===== src/hdl/pwmps_pkg.sv =====
// Package: register map, field positions and reset values of the period block
package pwmps_pkg;
   localparam int          PWMPS_DATA_W      = 32;
   localparam int          PWMPS_PERIOD_W    = 16;
   // Register byte offsets
   localparam logic [11:0] PWMPS_OFS_PERIOD  = 12'h000;
   localparam logic [11:0] PWMPS_OFS_CONTROL = 12'h004;
   localparam logic [11:0] PWMPS_OFS_COUNTER = 12'h008;
   // Control field positions
   localparam int          PWMPS_CTL_LDSEL   = 0;
   localparam int          PWMPS_CTL_RUN     = 1;
   // Reset values
   localparam logic [15:0] PWMPS_PERIOD_RST  = 16'h0000;
   localparam logic        PWMPS_LDSEL_RST   = 1'b0;
   localparam logic        PWMPS_RUN_RST     = 1'b0;
endpackage


===== src/hdl/pwmps_counter.sv =====
// Up-counting time base that wraps when it reaches the active period
`timescale 1ns/1ps
`default_nettype none
module pwmps_counter
   import pwmps_pkg::*;
#(
   parameter int PERIOD_W = PWMPS_PERIOD_W
)
(
   // Clock, reset and enable
   input  wire logic                clk_sys_i,
   input  wire logic                rst_n_i,
   input  wire logic                ce_i,
   // Control
   input  wire logic                run_i,
   input  wire logic [PERIOD_W-1:0] period_i,
   // Status
   output logic      [PERIOD_W-1:0] count_o,
   output logic                     zero_o
);
   typedef struct packed {
      logic [PERIOD_W-1:0] count;
   } pwmps_cnt_state_t;

   pwmps_cnt_state_t state;
   pwmps_cnt_state_t next_state;

   always_comb
   begin
      next_state = state;
      if (ce_i && run_i)
      begin
         // Compare every cycle with ce_i and run_i high; equal or above ends the period
         if (state.count >= period_i)
         begin
            next_state.count = '0;
         end
         else
         begin
            next_state.count = state.count + 1'b1;
         end
      end
   end

   always_ff @(posedge clk_sys_i or negedge rst_n_i)
   begin
      if (!rst_n_i)
      begin
         state <= '0;
      end
      else
      begin
         state <= next_state;
      end
   end

   assign count_o = state.count;
   assign zero_o  = (state.count == '0);
endmodule
`default_nettype wire


===== src/hdl/pwmps_top.sv =====
// Double-buffered time-base period register with APB slave and time base
//
// Added by the designer: the address map and the APB slave port.
`timescale 1ns/1ps
`default_nettype none
module pwmps_top
   import pwmps_pkg::*;
#(
   parameter int ADDR_W   = 12,
   parameter int PERIOD_W = PWMPS_PERIOD_W
)
(
   // Clock, reset and enable
   input  wire logic                    clk_sys_i,
   input  wire logic                    resetn_i,
   input  wire logic                    ce_i,
   // APB slave
   input  wire logic                    psel_i,
   input  wire logic                    penable_i,
   input  wire logic                    pwrite_i,
   input  wire logic [ADDR_W-1:0]       paddr_i,
   input  wire logic [PWMPS_DATA_W-1:0] pwdata_i,
   output logic      [PWMPS_DATA_W-1:0] prdata_o,
   output logic                         pready_o,
   output logic                         pslverr_o,
   // Time base status
   output logic      [PERIOD_W-1:0]     active_period_o,
   output logic      [PERIOD_W-1:0]     count_o,
   output logic                         count_zero_o
);
   typedef struct packed {
      logic [PERIOD_W-1:0]     shadow;
      logic [PERIOD_W-1:0]     active;
      logic                    load_select;
      logic                    run;
      logic [PWMPS_DATA_W-1:0] rdata;
      logic                    rd_valid;
   } pwmps_state_t;

   pwmps_state_t state;
   pwmps_state_t next_state;

   logic                rst_sync1;
   logic                rst_n;
   logic [PERIOD_W-1:0] count;
   logic                count_zero;
   logic                setup;
   logic                access;
   logic                wr_en;
   logic [11:0]         addr_ofs;

   // Release through two flops so state leaves reset on a clean edge
   always_ff @(posedge clk_sys_i or negedge resetn_i)
   begin
      if (!resetn_i)
      begin
         rst_sync1 <= 1'b0;
         rst_n     <= 1'b0;
      end
      else
      begin
         rst_sync1 <= 1'b1;
         rst_n     <= rst_sync1;
      end
   end

   function automatic logic pwmps_mapped(input logic [11:0] ofs);
      pwmps_mapped = (ofs == PWMPS_OFS_PERIOD)  ||
                     (ofs == PWMPS_OFS_CONTROL) ||
                     (ofs == PWMPS_OFS_COUNTER);
   endfunction

   assign addr_ofs = 12'(paddr_i);
   assign setup    = psel_i && !penable_i;
   assign access   = psel_i && penable_i;
   // Frozen enable stalls the bus too, so no write is lost;
   // a read waits until its data has really been captured
   assign pready_o = ce_i && (pwrite_i || state.rd_valid);
   assign pslverr_o = access && !pwmps_mapped(addr_ofs);
   assign wr_en    = access && pwrite_i && ce_i && pwmps_mapped(addr_ofs);

   always_comb
   begin
      next_state = state;
      if (ce_i)
      begin
         // Shadow moves to active on counter zero, before any bus write
         if (!state.load_select && count_zero)
         begin
            next_state.active = state.shadow;
         end
         // Captured in setup, or late if enable froze the setup edge
         if (psel_i && !pwrite_i && !state.rd_valid)
         begin
            next_state.rd_valid = 1'b1;
            unique case (addr_ofs)
               PWMPS_OFS_PERIOD:
               begin
                  // One address, copy chosen by load select
                  next_state.rdata = PWMPS_DATA_W'(state.load_select ?
                                     state.active : state.shadow);
               end
               PWMPS_OFS_CONTROL:
               begin
                  next_state.rdata = '0;
                  next_state.rdata[PWMPS_CTL_LDSEL] = state.load_select;
                  next_state.rdata[PWMPS_CTL_RUN]   = state.run;
               end
               PWMPS_OFS_COUNTER:
               begin
                  next_state.rdata = PWMPS_DATA_W'(count);
               end
               default:
               begin
                  next_state.rdata = '0;
               end
            endcase
         end
         if (access && pready_o)
         begin
            next_state.rd_valid = 1'b0;
         end
         if (wr_en)
         begin
            unique case (addr_ofs)
               PWMPS_OFS_PERIOD:
               begin
                  if (state.load_select)
                  begin
                     next_state.active = pwdata_i[PERIOD_W-1:0];
                  end
                  else
                  begin
                     next_state.shadow = pwdata_i[PERIOD_W-1:0];
                  end
               end
               PWMPS_OFS_CONTROL:
               begin
                  next_state.load_select = pwdata_i[PWMPS_CTL_LDSEL];
                  next_state.run         = pwdata_i[PWMPS_CTL_RUN];
               end
               default:
               begin
                  next_state.run = state.run;
               end
            endcase
         end
      end
   end

   always_ff @(posedge clk_sys_i or negedge rst_n)
   begin
      if (!rst_n)
      begin
         state.shadow      <= PWMPS_PERIOD_RST;
         state.active      <= PWMPS_PERIOD_RST;
         state.load_select <= PWMPS_LDSEL_RST;
         state.run         <= PWMPS_RUN_RST;
         state.rdata       <= '0;
         state.rd_valid    <= 1'b0;
      end
      else
      begin
         state <= next_state;
      end
   end

   pwmps_counter #(
      .PERIOD_W (PERIOD_W)
   ) u_counter (
      .clk_sys_i (clk_sys_i),
      .rst_n_i   (rst_n),
      .ce_i      (ce_i),
      .run_i     (state.run),
      .period_i  (state.active),
      .count_o   (count),
      .zero_o    (count_zero)
   );

   assign prdata_o        = state.rdata;
   assign active_period_o = state.active;
   assign count_o         = count;
   assign count_zero_o    = count_zero;
endmodule
`default_nettype wire


===== config.mk =====
export PLATFORM = sky130hd
export DESIGN_NAME = pwmps_top
export DESIGN_NICKNAME = d
export VERILOG_FILES = /design/src/hdl/pwmps_pkg.sv /design/src/hdl/pwmps_counter.sv /design/src/hdl/pwmps_top.sv
export SDC_FILE = /design/constraint.sdc
export NUM_CORES = 1
export LEC_CHECK = 0
export ABC_CLOCK_PERIOD_IN_PS = 3050
export BUFFER_PORTS_ARGS = -buffer_cell sky130_fd_sc_hd__buf_2
export CORE_ASPECT_RATIO = 1.1
export CORE_MARGIN = 2
export CORE_UTILIZATION = 45
export DETAILED_ROUTE_END_ITERATION = 7
export GPL_TIMING_DRIVEN = 0
export PLACE_DENSITY = 0.7
export REMOVE_ABC_BUFFERS = 1
export SLEW_MARGIN = 20
export SYNTH_ARGS = -nofsm -noshare
export SYNTH_HDL_FRONTEND = slang
export SYNTH_SLANG_ARGS = --single-unit

===== constraint.sdc =====
create_clock -name clk_sys_i -period 3.05 [get_ports clk_sys_i]
set_clock_uncertainty 0.05 [all_clocks]
set_input_delay 0.305 -clock clk_sys_i [delete_from_list [all_inputs] [get_ports clk_sys_i]]
set_output_delay 0.305 -clock clk_sys_i [all_outputs]
set_load 0.005 [all_outputs]

== Yosys cells after proc, flatten, opt, wreduce, memory -nomap -nowiden ==
Index checks and enable logic that the tools add are counted.

* Add/sub/neg operators: 1
* Magnitude comparators: 1
* Eq/ne operators: 2
* Muxes and demuxes: 11
* Bitwise gates (word level): 1
* Reductions and logical operators: 25

{| class="wikitable"
|+ Operator list
! kind !! number
|-
| $mux W16 || 5
|-
| $pmux W16 S3 || 1
|-
| $mux W18 || 1
|-
| $add A16 B1 Y16 const B || 1
|-
| $ge A16 B16 Y1 || 1
|-
| $logic_not A16 Y1 || 1
|-
| $eq A12 B3 Y1 const B || 1
|-
| $eq A12 B4 Y1 const B || 1
|-
| $logic_not A12 Y1 || 1
|-
| $logic_and A1 B1 Y1 || 11
|-
| $logic_not A1 Y1 || 4
|-
| $mux W1 || 4
|-
| $reduce_and A2 Y1 || 2
|-
| $reduce_and A4 Y1 || 1
|-
| $logic_or A1 B1 Y1 || 3
|-
| $reduce_and A3 Y1 || 1
|-
| $reduce_bool A2 Y1 || 1
|-
| $not A1 Y1 || 1
|}

* Register bits: 69
* Input bits: 50
* Output and inout port bits: 67
* Logic and storage cells: 50

== Longest topological paths before layout ==
* Depth after elaboration: 6
* Mapped depth: 8
* Depth with buffers taken out: 7

== Modules after synthesis ==
Synthesis repeated with hierarchy kept, for this count alone.

* Cell total of the unflattened synthesis: 420
* Area total of the unflattened synthesis: 4,317.9 sq um

{| class="wikitable"
|+ By module, submodules not included
! module !! instances !! cells an instance !! area each (sq um) !! seq. area each (sq um)
|-
| pwmps_top || 1 || 271 || 2,954.1 || 1,326.3
|-
| pwmps_counter || 1 || 149 || 1,363.8 || 400.4
|}

== Worst setup path after synthesis ==
OpenSTA, ideal clock, no wires.

* Path type: flip-flop to flip-flop
* From: register u_counter.state, in the netlist u_counter.count_o[15]
* To: register u_counter.state, in the netlist u_counter.count_o[10]
* Setup time: 0.121 ns
* Data arrival time: 1.873 ns
* Data required time: 2.879 ns
* Path slack: 1.006 ns
* Cell stages (with the launch flop): 8
* Buffers on the path: 1
* Clock period less this slack: 2.044 ns
* Cells stage by stage: dfrtp_1 ha_1 nand4_1 nor3_1 o2111ai_1 a31oi_1 buf_2 nor2_1

* Cells in the longest elaborated chain, start to end: 2

{| class="wikitable"
|+ RTL lines
! item !! line !! source
|-
| start: declaration || pwmps_counter.sv:25 || <nowiki>pwmps_cnt_state_t state;</nowiki>
|-
| start signal: assignment || pwmps_counter.sv:53 || <nowiki>state <= next_state;</nowiki>
|-
| $ge A16 B16 Y1 || pwmps_counter.sv:34 || <nowiki>if (state.count >= period_i)</nowiki>
|-
| $mux W16 || pwmps_counter.sv:34 ||
|}

No other way between the ends.
A chain may end at the register's enable or synchronous reset.

== Worst setup path in the final report ==
* From: register u_counter.state, in the netlist u_counter.count_o[0]
* To: register state, in the netlist active_period_o[2]

* Cells in the longest elaborated chain, start to end: 6

{| class="wikitable"
|+ RTL lines
! item !! line !! source
|-
| $logic_not A16 Y1 * || pwmps_counter.sv:58 || <nowiki>assign zero_o = (state.count == '0);</nowiki>
|-
| $logic_and A1 B1 Y1 * || pwmps_top.sv:88 || <nowiki>if (!state.load_select && count_zero)</nowiki>
|-
| $mux W16 * || pwmps_top.sv:88 ||
|-
| $mux W16 || pwmps_top.sv:128 || <nowiki>if (state.load_select)</nowiki>
|-
| $mux W16 || pwmps_top.sv:125 || <nowiki>unique case (addr_ofs)</nowiki>
|-
| $mux W18 * || pwmps_top.sv:123 || <nowiki>if (wr_en)</nowiki>
|-
| end signal: assignment || pwmps_top.sv:164 || <nowiki>state <= next_state;</nowiki>
|-
| end: declaration || pwmps_top.sv:40 || <nowiki>pwmps_state_t state;</nowiki>
|}

Every way passes the cells marked *; elsewhere a longest branch is shown, timed or not.

==> metrics.cfg <==
[synth]
ys_ff_latch = 69
synth_edf_count = 0
yosys.area.top_type_share_pct = 41.11
netlist_instances = 418
synth_warnings = 0
ys.flop_type = dfrtp_1
syn_area_mm2 = 0.004200
synth_cell_types = 49
synth.area.top_cells = dfrtp_1, buf_4, ha_1, o221a_2, mux2_4
ys_seq_area_share_pct = 41.11
synth_top_cell_by_area = dfrtp_1
synth-async-reset-ratio_pct = 100.0
avgSynthCellArea_um2 = 10.05

[clock_network]
hold_buffers = 1
cts_sinks = 69
post-cts-setup-buffers = 0
cts_tree = yes
worstSkewPairLatency_ns = 0.35
clk_path_buf_depth = 2
clk_pin_slew_ns = 0.08
numCtsBuffers = 9
root_buffer = clkbuf_8
cts_resized = 0
htree_num_levels = 3

[die]
start_util_pct = 46.86
die_x_um = 96.12
ios = 117
design.core.area_mm2 = 0.008964
dieArea_mm2 = 0.01012
fp.dieH_um = 105.3
rows = 36

[min_path]
min_path_type = primary input to register
hp-start = pwdata_i[10]
hold_depth = 2
holdPathEnd = state[61]

[drt]
drtAntennaViolNets = 0
wl_per_cell_um = 16.32
drt_iter0_markers = 194
vias = 3096
routed_wl_um = 9545
drc_errors = 0
avgViaCountPerCell = 5.292
drt_first_pass_iters = 4

[critical_path]
reg2reg_to = active_period_o[2]
ff2ff_path_depth = 7
rrSetupSlack_ns = 0.35
crit_path_start_kind = register
crit_arrival_ns = 2.93
crit_required_ns = 3.28
reg2reg_from = u_counter.count_o[0]
critPathKind = register to register
path_max_fanout = 17
endpoint_kind = register

[global_route]
grt_use_met2_pct = 31.35
busiest_layer = met2
use_met1_pct = 27.21
antenna_found_initial = 0
met3_usage_pct = 3.717
grt_max_degree = 40
grt_pass1_wl_um = 15760
grt_pass1_vias = 3092
gr-total-overflow = 0
track_usage_pct = 20.18

[layout]
nets = 534
post-route-util_pct = 51.55
drive_above_1_share_pct = 31.42
layout.cells.most_common = buf_2
mostFrequentLayoutCells = buf_2, dfrtp_1, nor2_1
instances_no_fill = 585
fillers = 834
area_delta_synth_final_pct = 10.01
antenna_cells = 0

[timing]
fin_crit_sh_pct = 88.45
setup-tns-final_ns = 0
slew_viol_final = 0
worst_pin_slew_ns = 0.8796
period_needed_ns = 2.698
relSlewSlack_pct = 40.82
hold_ws_ns = 0.1505
max_freq_mhz = 370.7
setup_viol = 0
rsz0062_at_grt = no
hold_viol_final = 0

[placement]
place_inst = 568
place.gp.congestion = 0.8966
dp_hpwl_um = 6939
io_buffers = 84

[pwr]
ir_worst_vdd_v = 0.0002014
total_power_uw = 1855
p_leak_uw = 0.002201
p_per_area_mw_per_mm2 = 401.4

[job]
cap_violations = 0

[outcome]
status = finished clean

[how the worst max path moves through the flow]
stage | startpoint | end | slack, ns
after floorplan | state[34] | state[51] | 0.79
after global placement | u_counter.count_o[13] | u_counter.count_o[15] | 0.14
after detailed placement | u_counter.count_o[13] | u_counter.count_o[4] | 0.07
after CTS | u_counter.count_o[13] | u_counter.count_o[4] | 0.05
after global routing | active_period_o[15] | u_counter.count_o[5] | 0.23
final | u_counter.count_o[0] | active_period_o[2] | 0.35
[synth_stat cells, types with 9 or more instances]
master,count
o21ai_0,17
a21oi_1,22
or2b_1,9
xor2_1,10
dfrtp_1,69
inv_1,21
nand2_1,37
buf_4,49
ha_1,18
mux2i_1,15
nor2_1,38
mux2_4,10
o221a_2,14
[critical path: stages (launching register included)]
cell and delay (ns):
dfrtp_1 0.46, inv_1 0.11, ha_1 0.17, nor3b_1 0.18, nand4_1 0.25, nor3b_4 0.80
a41o_4 0.36, o221a_2 0.24
[state kept, by name (all words and copies together) (netlist names)]
signal             cells
u_counter.count_o     16
state                 19
active_period_o       16
prdata_o              16
rst_n                  1
rst_sync1              1
[power breakdown]
| group | internal [uW] | total, uW | switching [uW] |
|---|---|---|---|
| sequential | 930 | 953 | 22.4 |
| combinational | 53.4 | 124 | 70.1 |
| clock | 422 | 778 | 356 |
| total | 1410 | 1850 | 449 |
[cells by family (layout without fill, tap and decap cells)]
family                     after synthesis  after routing  synth area share, %
AOI/OAI and AO/OA                       68             68                11.53
xor gates and xnor gates                13             13                2.711
adders and majority gates               18             18                5.362
buffers and inverters                   86            124                13.02
DFF                                     69             69                41.11
muxes                                   33             33                9.294
other                                    2             17               0.1788
and+or+nand+nor                        129            129                16.80
[cell type report]
class / count / area [um2] / area share [%]
inverters: 21 / 78.83 / 1.706
flip-flops and latches: 69 / 1732 / 37.48
well taps: 114 / 142.6 / 3.087
repair buffers: 87 / 461.7 / 9.992
clock buffers: 11 / 151.4 / 3.276
clock inverters: 5 / 58.81 / 1.273
multi-input cells: 278 / 1996 / 43.19
[per-layer routing]
metal / wire length [um] / up-vias
met3: 594 / 14
met5: 0 / -
met4: 189 / 0
li1: - / 1490
met1: 4127 / 1497
met2: 4633 / 95
[stage by stage]
step | cell area [um2] | setup slack (ns)
finish | 4621 | 0.3524
global route | 4621 | 0.2315
CTS | 4614 | 0.05347
detailed placement | 4394 | 0.06884
global placement | 4352 | 0.1384
floorplan | 3789 | 0.7852
Power figures use the tool's default switching activity.
